**src/verilog/modtm_pkg.sv**
```systemverilog
// package: register map, field layout and constants of the modulo timer
`default_nettype none
package modtm_pkg;
   localparam logic [3:0] OFS_STATUS_CONTROL = 4'h0;
   localparam logic [3:0] OFS_CLOCK_CONFIG   = 4'h4;
   localparam logic [3:0] OFS_COUNT_VALUE    = 4'h8;
   localparam logic [3:0] OFS_MODULO_LIMIT   = 4'hC;
   localparam logic [3:0] OFS_POWER_CONTROL  = 4'h0;
   localparam int BIT_OVF       = 7;
   localparam int BIT_OVF_IE    = 6;
   localparam int BIT_CNT_RST   = 5;
   localparam int BIT_CNT_STOP  = 4;
   localparam int CLOCK_SELECT_FIELD_HI       = 5;
   localparam int CLOCK_SELECT_FIELD_LO       = 4;
   localparam int PS_HI         = 3;
   localparam int PS_LO         = 0;
   localparam logic [1:0] CLOCK_SELECT_FIELD_BUS      = 2'h0;
   localparam logic [1:0] CLOCK_SELECT_FIELD_FIXED    = 2'h1;
   localparam logic [1:0] CLOCK_SELECT_FIELD_EXT_FALL = 2'h2;
   localparam logic [1:0] CLOCK_SELECT_FIELD_EXT_RISE = 2'h3;
   localparam logic [3:0] PS_MAX        = 4'h8;
   localparam logic [7:0] COUNT_RESET   = 8'h00;
   localparam logic [7:0] MODULO_RESET  = 8'h00;
   localparam logic [7:0] FREE_RUN_MOD  = 8'h00;
   localparam logic [7:0] FREE_RUN_TOP  = 8'hFF;
   localparam logic [7:0] CLK_CFG_MASK  = 8'h3F;
   localparam logic [1:0] RESP_OKAY     = 2'h0;
   localparam logic [1:0] RESP_SLVERR   = 2'h2;

   typedef struct packed {
      logic [3:0] awaddr;
      logic [7:0] wdata;
      logic       wbyte0;
   } modtm_wreq_t;

   typedef struct packed {
      logic stopMode;
      logic wakeReset;
      logic debugHalt;
   } modtm_power_t;
endpackage
`default_nettype wire

```
**src/verilog/modtm_timer.sv**
```systemverilog
// modulo timer: 8-bit counter, prescaler, clock select, AXI4-Lite slave
// Operation
// 8-bit up-counter, free-running or limited by programmable modulo value.
// four clock inputs: bus, fixed-frequency, pin rising, pin falling.
// nine prescale ratios, powers of two from 1 to 256.
// external pin feeds prescaler when clock-select holds either upper code.
// counting continues in wait mode when enabled before entry.
// all stop modes halt the timer; never a stop wake-up source.
// deep stop wake, or light stop left by reset, restores reset state.
// light stop left by interrupt keeps state and resumes held count.
// debug halt suspends counting; resumes unless reset or modulo write.
// pin synchronised to bus clock; source at most quarter bus rate.
// overflow flag in bit 7 sets when count wraps from modulo to zero.
// flag cleared by read while set, then write of zero.
// counter-reset write of one or any modulo write also clears flag.
// interrupt requested when flag and enable (bit 6) both set.
// software clears flag before setting interrupt enable.
// counter-reset bit 5 write one zeroes count; reads zero.
// stop bit 4 freezes count; reset sets it.
// status bits 3:0 and clock-config bits 7:6 read zero.
// clock select 00 bus, 01 fixed, 10 pin fall, 11 pin rise.
// prescale code n divides by 2^n; codes above 8 divide by 256.
// count wraps after equal nonzero modulo; zero modulo wraps at 255.
// changing clock source or prescale keeps the count.
// interrupt output is level AND of flag and enable.
// pin passes two-stage synchroniser then edge detector.
//
// The implementer's own choices: the address map and the AXI4-Lite interface to the registers.
`default_nettype none
module modtm_timer
#(
   parameter int CNT_W = 8,
   parameter int PS_W  = 8
)
(
   input  wire logic              ref_clk,
   input  wire logic              reset_n,
   input  wire logic              fixedClkTick,
   input  wire logic              extTimerClkPin,
   input  wire logic              stopMode,
   input  wire logic              stopDeepWake,
   input  wire logic              stopLightResetExit,
   input  wire logic              debugHalt,
   output logic                   overflowIrq,
   input  wire logic [3:0]        s_axi_awaddr,
   input  wire logic              s_axi_awvalid,
   output logic                   s_axi_awready,
   input  wire logic [31:0]       s_axi_wdata,
   input  wire logic [3:0]        s_axi_wstrb,
   input  wire logic              s_axi_wvalid,
   output logic                   s_axi_wready,
   output logic [1:0]             s_axi_bresp,
   output logic                   s_axi_bvalid,
   input  wire logic              s_axi_bready,
   input  wire logic [3:0]        s_axi_araddr,
   input  wire logic              s_axi_arvalid,
   output logic                   s_axi_arready,
   output logic [31:0]            s_axi_rdata,
   output logic [1:0]             s_axi_rresp,
   output logic                   s_axi_rvalid,
   input  wire logic              s_axi_rready
);

   // ************************************************************
   // write channel capture
   // ************************************************************
   logic             awHeld_reg;
   logic [3:0]       awAddr_reg;
   logic             wHeld_reg;
   logic [7:0]       wData_reg;
   logic             wByte0_reg;
   logic             bValid_reg;
   logic [1:0]       bResp_reg;
   logic             arValid_reg;
   logic [31:0]      rData_reg;
   logic [1:0]       rResp_reg;

   wire              awTake  = s_axi_awvalid && !awHeld_reg && !bValid_reg;
   wire              wTake   = s_axi_wvalid && !wHeld_reg && !bValid_reg;
   wire              wrFire  = awHeld_reg && wHeld_reg && !bValid_reg;
   wire              arTake  = s_axi_arvalid && !arValid_reg;

   assign s_axi_awready = !awHeld_reg && !bValid_reg;
   assign s_axi_wready  = !wHeld_reg && !bValid_reg;
   assign s_axi_bvalid  = bValid_reg;
   assign s_axi_bresp   = bResp_reg;
   assign s_axi_arready = !arValid_reg;
   assign s_axi_rvalid  = arValid_reg;
   assign s_axi_rdata   = rData_reg;
   assign s_axi_rresp   = rResp_reg;

   function automatic logic isMapped(input logic [3:0] addr);
      isMapped = (addr == modtm_pkg::OFS_STATUS_CONTROL) ||
                 (addr == modtm_pkg::OFS_CLOCK_CONFIG)   ||
                 (addr == modtm_pkg::OFS_COUNT_VALUE)    ||
                 (addr == modtm_pkg::OFS_MODULO_LIMIT);
   endfunction

   wire              wrEnable = wrFire && wByte0_reg;
   wire              wrStatus = wrEnable && (awAddr_reg == modtm_pkg::OFS_STATUS_CONTROL);
   wire              wrClock  = wrEnable && (awAddr_reg == modtm_pkg::OFS_CLOCK_CONFIG);
   wire              wrModulo = wrEnable && (awAddr_reg == modtm_pkg::OFS_MODULO_LIMIT);
   wire              rdStatus = arTake && (s_axi_araddr == modtm_pkg::OFS_STATUS_CONTROL);

   always_ff @(posedge ref_clk or negedge reset_n)
   begin
      if (!reset_n)
      begin
         awHeld_reg <= 1'b0;
         awAddr_reg <= 4'h0;
         wHeld_reg  <= 1'b0;
         wData_reg  <= 8'h00;
         wByte0_reg <= 1'b0;
      end
      else
      begin
         if (awTake)
         begin
            awHeld_reg <= 1'b1;
            awAddr_reg <= {s_axi_awaddr[3:2], 2'b00};
         end
         else if (wrFire)
            awHeld_reg <= 1'b0;
         if (wTake)
         begin
            wHeld_reg  <= 1'b1;
            wData_reg  <= s_axi_wdata[7:0];
            wByte0_reg <= s_axi_wstrb[0];
         end
         else if (wrFire)
            wHeld_reg <= 1'b0;
      end
   end

   always_ff @(posedge ref_clk or negedge reset_n)
   begin
      if (!reset_n)
      begin
         bValid_reg <= 1'b0;
         bResp_reg  <= modtm_pkg::RESP_OKAY;
      end
      else if (wrFire)
      begin
         bValid_reg <= 1'b1;
         bResp_reg  <= isMapped(awAddr_reg) ? modtm_pkg::RESP_OKAY : modtm_pkg::RESP_SLVERR;
      end
      else if (s_axi_bready)
         bValid_reg <= 1'b0;
   end

   // ************************************************************
   // timer registers
   // ************************************************************
   logic [CNT_W-1:0] count_reg;
   logic [CNT_W-1:0] modulo_reg;
   logic             ovfFlag_reg;
   logic             ovfArmed_reg;
   logic             ovfIe_reg;
   logic             stop_reg;
   logic [1:0]       clkSel_reg;
   logic [3:0]       prescale_reg;
   logic [PS_W-1:0]  psCnt_reg;
   logic             pinSync1_reg;
   logic             pinSync2_reg;
   logic             pinPrev_reg;

   // deep stop wake or reset exit from light stop returns to reset state
   wire              softReset = stopDeepWake || stopLightResetExit;

   // second stage only feeds the edge detector
   always_ff @(posedge ref_clk or negedge reset_n)
   begin
      if (!reset_n)
      begin
         pinSync1_reg <= 1'b0;
         pinSync2_reg <= 1'b0;
         pinPrev_reg  <= 1'b0;
      end
      else
      begin
         pinSync1_reg <= extTimerClkPin;
         pinSync2_reg <= pinSync1_reg;
         pinPrev_reg  <= pinSync2_reg;
      end
   end

   wire              pinRise = pinSync2_reg && !pinPrev_reg;
   wire              pinFall = !pinSync2_reg && pinPrev_reg;

   // clock source edge pulse
   wire              srcTick =
      (clkSel_reg == modtm_pkg::CLOCK_SELECT_FIELD_BUS)      ? 1'b1 :
      (clkSel_reg == modtm_pkg::CLOCK_SELECT_FIELD_FIXED)    ? fixedClkTick :
      (clkSel_reg == modtm_pkg::CLOCK_SELECT_FIELD_EXT_FALL) ? pinFall : pinRise;

   // stop mode and debug halt freeze prescaler and counting, wait mode does not
   wire              runEn   = !stop_reg && !stopMode && !debugHalt;

   wire [3:0]        psSel   = (prescale_reg > modtm_pkg::PS_MAX) ? modtm_pkg::PS_MAX
                                                                  : prescale_reg;
   wire [PS_W:0]     psMask  = (PS_W+1)'((1 << psSel) - 1);
   wire              psDone  = (({1'b0, psCnt_reg} & psMask) == psMask);
   wire              cntTick = runEn && srcTick && psDone;

   wire [CNT_W-1:0]  topVal  = (modulo_reg == modtm_pkg::FREE_RUN_MOD)
                               ? modtm_pkg::FREE_RUN_TOP : modulo_reg;
   wire              wrapNow = cntTick && (count_reg == topVal);
   wire              cntRst  = wrStatus && wData_reg[modtm_pkg::BIT_CNT_RST];
   wire              flagClr = (wrStatus && ovfArmed_reg && !wData_reg[modtm_pkg::BIT_OVF])
                               || cntRst || wrModulo;

   // prescaler keeps running across source/ratio changes: count is untouched
   always_ff @(posedge ref_clk or negedge reset_n)
   begin
      if (!reset_n)
         psCnt_reg <= '0;
      else if (softReset || cntRst || wrModulo)
         psCnt_reg <= '0;
      else if (runEn && srcTick)
         psCnt_reg <= psCnt_reg + 1'b1;
   end

   always_ff @(posedge ref_clk or negedge reset_n)
   begin
      if (!reset_n)
         count_reg <= modtm_pkg::COUNT_RESET;
      else if (softReset || cntRst || wrModulo)
         count_reg <= modtm_pkg::COUNT_RESET;
      else if (wrapNow)
         count_reg <= modtm_pkg::COUNT_RESET;
      else if (cntTick)
         count_reg <= count_reg + 1'b1;
   end

   // a fresh overflow wins over a software clear in the same cycle
   always_ff @(posedge ref_clk or negedge reset_n)
   begin
      if (!reset_n)
         ovfFlag_reg <= 1'b0;
      else if (softReset)
         ovfFlag_reg <= 1'b0;
      else if (wrapNow)
         ovfFlag_reg <= 1'b1;
      else if (flagClr)
         ovfFlag_reg <= 1'b0;
   end

   // armed by a status read while the flag is set, spent by next status write
   always_ff @(posedge ref_clk or negedge reset_n)
   begin
      if (!reset_n)
         ovfArmed_reg <= 1'b0;
      else if (softReset || wrStatus || !ovfFlag_reg)
         ovfArmed_reg <= 1'b0;
      else if (rdStatus)
         ovfArmed_reg <= 1'b1;
   end

   always_ff @(posedge ref_clk or negedge reset_n)
   begin
      if (!reset_n)
      begin
         ovfIe_reg    <= 1'b0;
         stop_reg     <= 1'b1;
         clkSel_reg   <= modtm_pkg::CLOCK_SELECT_FIELD_BUS;
         prescale_reg <= 4'h0;
         modulo_reg   <= modtm_pkg::MODULO_RESET;
      end
      else if (softReset)
      begin
         ovfIe_reg    <= 1'b0;
         stop_reg     <= 1'b1;
         clkSel_reg   <= modtm_pkg::CLOCK_SELECT_FIELD_BUS;
         prescale_reg <= 4'h0;
         modulo_reg   <= modtm_pkg::MODULO_RESET;
      end
      else
      begin
         if (wrStatus)
         begin
            ovfIe_reg <= wData_reg[modtm_pkg::BIT_OVF_IE];
            stop_reg  <= wData_reg[modtm_pkg::BIT_CNT_STOP];
         end
         if (wrClock)
         begin
            clkSel_reg   <= wData_reg[modtm_pkg::CLOCK_SELECT_FIELD_HI:modtm_pkg::CLOCK_SELECT_FIELD_LO];
            prescale_reg <= wData_reg[modtm_pkg::PS_HI:modtm_pkg::PS_LO];
         end
         if (wrModulo)
            modulo_reg <= wData_reg;
      end
   end

   assign overflowIrq = ovfFlag_reg && ovfIe_reg;

   // ************************************************************
   // read path
   // ************************************************************
   wire [7:0]        statusRd = {ovfFlag_reg, ovfIe_reg, 1'b0, stop_reg, 4'h0};
   wire [7:0]        clockRd  = {2'b00, clkSel_reg, prescale_reg} & modtm_pkg::CLK_CFG_MASK;
   wire [7:0]        rdByte   =
      (s_axi_araddr[3:2] == modtm_pkg::OFS_STATUS_CONTROL[3:2]) ? statusRd :
      (s_axi_araddr[3:2] == modtm_pkg::OFS_CLOCK_CONFIG[3:2])   ? clockRd  :
      (s_axi_araddr[3:2] == modtm_pkg::OFS_COUNT_VALUE[3:2])    ? count_reg :
      modulo_reg;

   always_ff @(posedge ref_clk or negedge reset_n)
   begin
      if (!reset_n)
      begin
         arValid_reg <= 1'b0;
         rData_reg   <= 32'h0000_0000;
         rResp_reg   <= modtm_pkg::RESP_OKAY;
      end
      else if (arTake)
      begin
         arValid_reg <= 1'b1;
         rData_reg   <= {24'h00_0000, rdByte};
         rResp_reg   <= modtm_pkg::RESP_OKAY;
      end
      else if (s_axi_rready)
         arValid_reg <= 1'b0;
   end

   // ************************************************************
   // checks
   // ************************************************************
   property p_wrap_sets_flag;
      @(posedge ref_clk) disable iff (!reset_n)
      (wrapNow && !softReset) |=> ovfFlag_reg && (count_reg == modtm_pkg::COUNT_RESET);
   endproperty
   a_wrap_sets_flag: assert property (p_wrap_sets_flag) else $error("wrap did not set flag");

   property p_stop_freezes;
      @(posedge ref_clk) disable iff (!reset_n)
      (!runEn && !softReset && !cntRst && !wrModulo) |=> $stable(count_reg);
   endproperty
   a_stop_freezes: assert property (p_stop_freezes) else $error("count moved while frozen");

   // request must hold until software or a reset source clears flag or enable
   property p_irq_level;
      @(posedge ref_clk) disable iff (!reset_n)
      (overflowIrq && !flagClr && !softReset && !wrStatus) |=> overflowIrq;
   endproperty
   a_irq_level: assert property (p_irq_level) else $error("irq not flag and enable");

   property p_modwrite_clears;
      @(posedge ref_clk) disable iff (!reset_n)
      (wrModulo && !wrapNow) |=> !ovfFlag_reg && (count_reg == modtm_pkg::COUNT_RESET);
   endproperty
   a_modwrite_clears: assert property (p_modwrite_clears) else $error("modulo write no clear");

   property p_no_clear_unarmed;
      @(posedge ref_clk) disable iff (!reset_n)
      (ovfFlag_reg && wrStatus && !ovfArmed_reg && !cntRst && !softReset) |=> ovfFlag_reg;
   endproperty
   a_no_clear_unarmed: assert property (p_no_clear_unarmed) else $error("flag cleared unarmed");

   // watched on the bus itself, so a slip in the read mux is caught too
   property p_reserved_zero;
      @(posedge ref_clk) disable iff (!reset_n)
      $rose(s_axi_rvalid) |-> (s_axi_rdata[31:8] == 24'h00_0000)
         && (($past(s_axi_araddr) != modtm_pkg::OFS_STATUS_CONTROL)
             || ((s_axi_rdata[5] == 1'b0) && (s_axi_rdata[3:0] == 4'h0)))
         && (($past(s_axi_araddr) != modtm_pkg::OFS_CLOCK_CONFIG)
             || (s_axi_rdata[7:6] == 2'b00));
   endproperty
   a_reserved_zero: assert property (p_reserved_zero) else $error("reserved bits not zero");

   property p_free_wrap;
      @(posedge ref_clk) disable iff (!reset_n)
      (cntTick && modulo_reg == modtm_pkg::FREE_RUN_MOD && count_reg != modtm_pkg::FREE_RUN_TOP
       && !softReset && !cntRst && !wrModulo) |=> !$stable(count_reg) && !$rose(ovfFlag_reg);
   endproperty
   a_free_wrap: assert property (p_free_wrap) else $error("free run wrapped early");

   property p_deep_reset;
      @(posedge ref_clk) disable iff (!reset_n)
      softReset |=> stop_reg && !ovfFlag_reg && (count_reg == modtm_pkg::COUNT_RESET)
                    && (modulo_reg == modtm_pkg::MODULO_RESET);
   endproperty
   a_deep_reset: assert property (p_deep_reset) else $error("stop wake not reset");

   property p_pin_edge;
      @(posedge ref_clk) disable iff (!reset_n)
      $rose(pinSync1_reg) |=> pinRise;
   endproperty
   a_pin_edge: assert property (p_pin_edge) else $error("pin edge missed");
endmodule
`default_nettype wire

```
**config.mk**
```make
export PLATFORM = sky130hd
export DESIGN_NAME = modtm_timer
export DESIGN_NICKNAME = d
export VERILOG_FILES = /design/src/verilog/modtm_pkg.sv /design/src/verilog/modtm_timer.sv
export SDC_FILE = /design/constraint.sdc
export NUM_CORES = 1
export LEC_CHECK = 0
export ABC_AREA = 1
export ABC_CLOCK_PERIOD_IN_PS = 2950
export BUFFER_PORTS_ARGS = -buffer_cell sky130_fd_sc_hd__clkbuf_2
export CAP_MARGIN = 20
export CORE_ASPECT_RATIO = 1.25
export CORE_MARGIN = 5
export CORE_UTILIZATION = 35
export CTS_BUF_LIST = sky130_fd_sc_hd__clkbuf_16
export CTS_CLUSTER_SIZE = 12
export DETAILED_ROUTE_END_ITERATION = 10
export GPL_TIMING_DRIVEN = 1
export PLACE_DENSITY = 0.67
export SKIP_CTS_REPAIR_TIMING = 1
export SLEW_MARGIN = 25
export SYNTH_ARGS = -nofsm -noshare
export SYNTH_HDL_FRONTEND = slang
export SYNTH_SLANG_ARGS = --single-unit
```
**constraint.sdc**
```tcl
create_clock -name ref_clk -period 2.95 [get_ports ref_clk]
set_clock_uncertainty 0.05 [all_clocks]
set_input_delay 0.1475 -clock ref_clk [delete_from_list [all_inputs] [get_ports ref_clk]]
set_output_delay 0.1475 -clock ref_clk [all_outputs]
set_load 0.01 [all_outputs]
```
==> impl_metrics.ini, run 1 <==
[clock_network]
htreeDepth = 3
cts_sinks = 61
cts.clk_slew.worst_paths_ps = 50
numCtsBuffers = 9
clock_path_buffers = 2
cts_root_buf = clkbuf_16
cts_tree = yes
clkLatencyLatePin_ps = 340

[job]
cap_violations = 0

[logic_synthesis]
yosysSeqAreaShare_pct = 44.4
yosysWarnings = 0
yosysUniqueCellTypes = 35
synth-simple-area-share_pct = 28.0
syn_inst = 439
synth-compound-area-share_pct = 11.0
ys_ff_latch = 61
synthAdderAreaFrac_pct = 1.09
synth_top_family_by_area = simple AND/OR/NAND/NOR gates
syn_area_sq_um = 3440
syn_avg_cell_area_sq_um = 7.85
synth_xor_area_share_pct = 1.78
synth_mux_area_share_pct = 0.981

[die]
row_count = 40
die_area_sq_um = 11900
die_h_microns = 121
fp.coreArea_sq_um = 9610
dieWidth_microns = 98.7
pin_count = 99
start_util_pct = 35.8

[route]
wl_per_cell_microns = 12.4
ant_nets = 0
vias = 2940
via_per_inst = 4.67
dr.pass1.iters = 4
routed_wl_microns = 7820
drc = 0
drtIter0Drc = 127

[sta]
fmax_ghz = 0.481
fin_crit_sh_pct = 70.4
slew_headroom_pct = 63.0
whs_ps = -3.23
min_period_ps = 2080
drv_slew = 0
worst_pin_slew_ps = 551
grt_setup_unrepaired = no
finalSetupViolCount = 0
final.setup.tns_ps = 0
final_hold_viol_count = 1

[power_and_ir_drop]
p_per_area_nw_per_um2 = 671
ir_drop_mv = 0.411
cellLeakagePower_uw = 0.00204

[placed_design]
hpwl_microns = 6130
place_congestion = 0.866
io_buffers = 42
place_inst = 607

[worst_hold_path]
min_path_type = primary input to flip-flop

[critical_path]
critical_path_arrival_ps = 2290
start_kind = flip-flop
cp.required_ps = 3170
path_max_fanout = 8
crit_type = flip-flop to flip-flop
cp-end-kind = flip-flop

[global_route]
track_usage_pct = 14.0
antenna_found_initial = 0
grt_max_degree = 31
grt_pass1_wl_microns = 13200
gr-total-overflow = 0
grt_pass1_vias = 2857

[finish]
fin_cells = 629
antenna_cells = 0
post-route-util_pct = 42.0
drive_gt1_share_pct = 17.9
nets = 558
final_common_cell = nand2_1
area_growth_pct = 17.3
layout_common_cells = nand2_1, dfrtp_1, inv_1

[run_status]
violations = hold timing
status = finished with violations
[final cells by class]
class	count	area, sq um
clock buffer	9	225
clock inverter	7	36.3
fill	1011	5570
inverter	61	229
multi-input combinational	315	1580
sequential	61	1530
tap	126	158
timing repair buffer	50	285
[path summary, 6_finish.rpt]
check                                 from            to  slack [ps]  cells after the start
max in group asynchronous          reset_n      stop_reg        2050                      3
setup / recovery           prescale_reg[1]  count_reg[6]         870                     10
min in group asynchronous          reset_n  s_axi_rvalid         130                      2
hold reg to reg               pinSync1_reg  pinSync2_reg         300                      0
setup reg to reg           prescale_reg[1]  count_reg[6]         870                     10
hold / removal              s_axi_wdata[6]  wData_reg[6]          -3                      2
[layer usage]
layer / vias up / wire, microns / GRT usage, %
met1: 1373 / 3250 / 16.0
met2: 79 / 3950 / 23.9
li1: 1471 / - / -
met3: 17 / 420 / 3.39
met4: 0 / 195 / 7.51
met5: - / 0 / 0
[power breakdown]
group,leakage (uW),switching (uW),internal (uW)
combinational,0.00111,486,243
sequential,0.000791,88.6,973
clock,0.000131,367,554
[cells by family (layout without fill, tap and decap cells)]
| kind of cell | count (synthesis) | in the layout |
|---|---|---|
| xor+xnor | 7 | 7 |
| compound gates | 68 | 68 |
| buf+inv | 89 | 127 |
| simple gates | 207 | 207 |
| other cells | 1 | 27 |
| flops | 61 | 61 |
| mux | 3 | 3 |
| fa+ha+maj | 3 | 3 |
[metrics by stage]
step	instance area [sq um]	total power (uW)	setup slack, ps
2_1_floorplan	3540	1610	1160
3_3_place_gp	3720	1780	935
3_5_place_dp	3720	1800	880
4_1_cts	3980	2730	859
5_1_grt	4040	2900	673
6_report	4040	2710	873
[cells in the mapped netlist]
cell / count / share of area (%)
a211oi_1: 1 / 0.22
a21oi_1: 21 / 3.1
buf_4: 27 / 5.9
clkbuf_1: 1 / 0.11
conb_1: 1 / 0.11
dfrtp_1: 60 / 44
dfstp_2: 1 / 0.76
ha_1: 3 / 1.1
inv_1: 57 / 6.2
inv_2: 4 / 0.44
mux2_2: 3 / 0.98
nand2_1: 92 / 10
nand2_2: 5 / 0.91
nand2_4: 1 / 0.33
nand3_1: 28 / 4.1
nand3_2: 4 / 1.2
nand4_1: 1 / 0.18
nand4_2: 1 / 0.36
nor2_1: 51 / 5.6
nor2_2: 7 / 1.3
nor2_4: 2 / 0.65
nor3_1: 9 / 1.3
nor3_4: 3 / 1.4
nor3b_1: 1 / 0.22
nor3b_2: 1 / 0.36
nor4_1: 1 / 0.18
o211ai_1: 2 / 0.44
o21a_1: 1 / 0.22
o21ai_0: 32 / 4.6
o21ai_4: 1 / 0.47
o21bai_1: 1 / 0.22
o22a_1: 1 / 0.25
o22ai_1: 6 / 1.1
o31ai_1: 2 / 0.44
xor2_1: 7 / 1.8
[worst max-delay path, stage by stage, from the launching register on]
cell,delay [ps]
dfrtp_1,440
nor2_4,190
nand3_1,100
ha_1,290
o21a_1,100
nand2_1,60
nor2_2,110
nand2_2,90
nor3_4,370
nand3_1,130
nand2_1,80
Power figures use the tool's default switching activity.
==> run 2: changes to the inputs <==
Settings changed: ABC_CLOCK_PERIOD_IN_PS 2950 to 2150.
Clock period 2.95 ns to 2.15 ns, I/O delays scaled along.
==> impl_metrics.ini, run 2 (synthesis gave the netlist of run 1 again) <==
[sta]
finalSetupViolCount = 0
fin_ws_ps = 94.6
fmax_ghz = 0.487
worst_pin_slew_ps = 505
drv_slew = 0
fin_crit_sh_pct = 95.6
min_period_ps = 2060
whs_ps = -16.7
grt_setup_unrepaired = yes
final_hold_viol_count = 7
slew_headroom_pct = 66.0
final.setup.tns_ps = 0

[route]
dr.pass1.iters = 4
ant_nets = 0
wl_per_cell_microns = 12.5
drtIter0Drc = 104
routed_wl_microns = 7940
vias = 2960
via_per_inst = 4.65
drc = 0

[finish]
fin_cells = 637
drive_gt1_share_pct = 19.2
area_growth_pct = 21.1
nets = 566
final_common_cell = nand2_1
antenna_cells = 0
fin_area_sq_um = 4170
ff_latch_area_sq_um = 1530
multiInputGateArea_sq_um = 1580
n_fill_cell = 994
layout_common_cells = nand2_1, inv_1, dfrtp_1

[critical_path]
r2r-start = prescale_reg[1]
r2r_slack_ps = 90
crit_type = flip-flop to flip-flop
max_stage_delay_ps = 400
path_max_fanout = 5
start_kind = flip-flop
cpMostUsedCell = nor2_4
cp-end-kind = flip-flop
crit_path_cell_trace = nor2_4 -> nand3_1 -> ha_1 -> o21a_1 -> nand2_1 -> nor2_2 -> nand2_2 -> nor2_4 -> nand3_2 -> nor3_1 -> nor2_1
reg2reg_depth = 11
critPathSlowestCell = dfrtp_1
critical_path_arrival_ps = 2210
cp.required_ps = 2300
r2r_end = ovfFlag_reg

[placed_design]
place_inst = 612
post_dp_cell_area_sq_um = 3770
place_ws_ps = 141
hpwl_microns = 6100
io_buffers = 42
place_congestion = 0.877

[global_route]
met3_usage_pct = 2.88
antenna_found_initial = 0
grt_max_degree = 62
gr-total-overflow = 0
use_met1_pct = 15.3
grt_use_met2_pct = 24.2
grt_pass1_wl_microns = 13100
grt_pass1_vias = 2930
top_usage_layer = met2
track_usage_pct = 13.7

[clock_network]
cts.clk_slew.worst_paths_ps = 50
cts_root_buf = clkbuf_16
htreeDepth = 3
cts_tree = yes
cts_sinks = 61
clock_path_buffers = 2
clkLatencyLatePin_ps = 330
numCtsBuffers = 9

[power_and_ir_drop]
ir_drop_mv = 0.465
cellLeakagePower_uw = 0.00210
power.total_uw = 3990
p_per_area_nw_per_um2 = 955

[die]
row_count = 40
die_area_sq_um = 11900
pin_count = 99
die_h_microns = 121
fp.coreArea_sq_um = 9610
dieWidth_microns = 98.7
start_util_pct = 35.8

[worst_hold_path]
hold_start = s_axi_wdata[4]
min_path_type = primary input to flip-flop
min_path_cells = 3
hold_path_end = wData_reg[4]

[job]
cap_violations = 0

[run_status]
status = finished with violations
violations = hold timing
## run 2: cell count changes in the layout (fill, tap and decap cells not counted)
| cell | change |
|---|---|
| buf_4 | +5 |
| bufinv_16 | +2 |
| dlygate4sd3_1 | +2 |
| buf_12 | +1 |
| clkinv_1 | -1 |
| clkinvlp_4 | -1 |
| dfrtp_1 | -1 |
| dfrtp_2 | +1 |
| nor2_2 | -1 |
| nor2_4 | +1 |
## run 2: power breakdown
| part | switching [uW] | leakage [uW] | internal (uW) |
|---|---|---|---|
| logic | 685 | 0.00116 | 349 |
| clock network | 500 | 0.000158 | 1000 |
| registers | 118 | 0.000790 | 1330 |
## run 2: worst max path at each step
stage	start	endpoint	slack, ps	depth (start not counted)
floorplan	prescale_reg[1]	count_reg[0]	360	10
global placement	prescale_reg[1]	count_reg[6]	180	10
detailed placement	prescale_reg[1]	count_reg[7]	140	10
CTS	prescale_reg[1]	ovfFlag_reg	40	11
global route	prescale_reg[0]	count_reg[6]	-8	11
finish	prescale_reg[1]	ovfFlag_reg	90	11
## run 2: per-layer routing
layer | vias up | wire [microns]
li1 | 1491 | -
met1 | 1371 | 3320
met2 | 79 | 4010
met3 | 19 | 408
met4 | 0 | 195
met5 | - | 0
## run 2: area by class of cell
| type | count | area share (%) |
|---|---|---|
| multi-input combinational | 315 | 38.0 |
| tap | 126 | 3.78 |
| clock buffer | 9 | 5.40 |
| sequential | 61 | 36.6 |
| inverter | 61 | 5.49 |
| clock inverter | 7 | 2.04 |
| timing repair buffer | 58 | 8.70 |
## run 2: critical path: cells and delay by family, from the launching register on
family / cells / cell delay (ps)
DFF: 1 / 400
and+or+nand+nor: 9 / 1100
AOI/OAI and AO/OA: 1 / 120
adders and majority gates: 1 / 280
## run 2: per-stage QoR
stage | hold WS, ps | util, %
after floorplan | -238 | -
after global placement | 92.1 | 39.2
after detailed placement | 102 | 39.2
after CTS | -246 | 42.4
after global routing | 0.120 | 43.4
final | -16.7 | 43.4
==> run 3: changes to the inputs <==
Settings changed: CELL_PAD_IN_SITES_DETAIL_PLACEMENT set to 0, CELL_PAD_IN_SITES_GLOBAL_PLACEMENT set to 1, PLACE_DENSITY 0.67 to 0.85.
==> impl_metrics.ini, run 3 (synthesis gave the netlist of run 1 again) <==
[route]
routed_wl_microns = 7900
via_per_inst = 4.63
met2_length_microns = 3960
drc = 0
dr.pass1.iters = 4
wl_per_cell_microns = 12.4
routed.top_layer = met4
drtIter0Drc = 155
wl_met1_microns = 3300
met3_length_microns = 443
vias = 2961
ant_nets = 0

[die]
die_area_sq_um = 11900
dieWidth_microns = 98.7
pin_count = 99
die_h_microns = 121
start_util_pct = 35.8
fp.coreArea_sq_um = 9610
row_count = 40

[global_route]
grt_pass1_vias = 2908
gr-total-overflow = 0
track_usage_pct = 13.9
grt_pass1_wl_microns = 13300
grt_max_degree = 46
antenna_found_initial = 0

[sta]
final_hold_viol_count = 6
min_period_ps = 1970
finalSetupViolCount = 0
fin_crit_sh_pct = 91.5
final.setup.tns_ps = 0
fmax_ghz = 0.508
grt_setup_unrepaired = no
whs_ps = -23.7
drv_slew = 0

[power_and_ir_drop]
p_sw_share_pct = 33.5
power.share.clock_pct = 35.8
p_per_area_nw_per_um2 = 924
internal-power_uw = 2570
ir_drop_mv = 0.455
cellLeakagePower_uw = 0.00211
pwr-share-comb_pct = 26.6
seq_power_share_pct = 37.7
switchingPower_uw = 1290

[critical_path]
critPathSlowestCell = dfrtp_1
cp-end-kind = flip-flop
critical_path_arrival_ps = 2190
max_stage_delay_ps = 400
path_max_fanout = 8
crit_path_cell_trace = nor2_4 -> nand3_1 -> ha_1 -> o21a_1 -> nand2_1 -> nor2_2 -> nand2_2 -> nor3_4 -> buf_12 -> nand3_1 -> nand2_1
crit_type = flip-flop to flip-flop
start_kind = flip-flop
cp.required_ps = 2370

[worst_hold_path]
min_path_type = primary input to flip-flop

[finish]
drive_gt1_share_pct = 18.9
antenna_cells = 0
area_growth_pct = 21.4
final_common_cell = nand2_1
nets = 568
layout_common_cells = nand2_1, dfrtp_1, inv_1

[clock_network]
clkLatencyLatePin_ps = 330
cts_tree = yes
cts_sinks = 61
numCtsBuffers = 9
clock_path_buffers = 2
cts.clk_slew.worst_paths_ps = 50
htreeDepth = 3
cts_root_buf = clkbuf_16

[placed_design]
io_buffers = 42
place_congestion = 0.868
hpwl_microns = 6080

[run_status]
status = finished with violations
violations = hold timing

[job]
cap_violations = 0
run 3: final timing paths:
path	startpoint	end	slack, ps	cells past startpoint
worst min-delay path	s_axi_wdata[2]	wData_reg[2]	-20	3
min in group asynchronous	reset_n	count_reg[2]	210	2
max in group asynchronous	reset_n	stop_reg	1190	3
worst min register to register	pinSync1_reg	pinSync2_reg	300	0
worst max-delay path	prescale_reg[1]	count_reg[3]	180	11
worst max register to register	prescale_reg[1]	count_reg[3]	180	11
run 3: metrics by stage:
stage	area, sq um	cells	setup slack (ps)	total power, uW	util (%)
floorplan	3540	465	356	2210	-
global placement	3780	613	177	2460	39.3
detailed placement	3780	613	138	2490	39.3
CTS	4060	629	137	3880	42.3
global route	4180	639	11.8	4120	43.5
finish	4180	639	182	3860	43.5
run 3: area by class of cell:
class / instances / area [sq um]
inverters: 61 / 229
well taps: 126 / 158
repair buffers: 60 / 393
fillers: 969 / 5430
multi-input cells: 315 / 1590
clock buffers: 9 / 225
flip-flops and latches: 61 / 1530
clock inverters: 7 / 58.8
run 3: worst max-delay path, delay by kind of cell (launching register included):
family | cells | cell delay [ps]
adders and majority gates | 1 | 280
buffers and inverters | 1 | 150
and+or+nand+nor | 8 | 920
AOI/OAI and AO/OA | 1 | 100
DFF | 1 | 400
run 3: power by group through the flow:
stage / sequential [uW] / clock [uW] / combinational, uW
after CTS: 1460 / 1410 / 1020
after global routing: 1480 / 1450 / 1180
after floorplan: 1460 / 0 / 748
after detailed placement: 1480 / 0 / 1010
after global placement: 1470 / 0 / 994
final: 1460 / 1380 / 1030
run 3: layer usage:
metal | track usage (%) | up-vias
met4 | 8.28 | 0
met5 | 0 | -
met1 | 16.7 | 1376
met3 | 2.13 | 13
met2 | 23.2 | 81
li1 | - | 1491
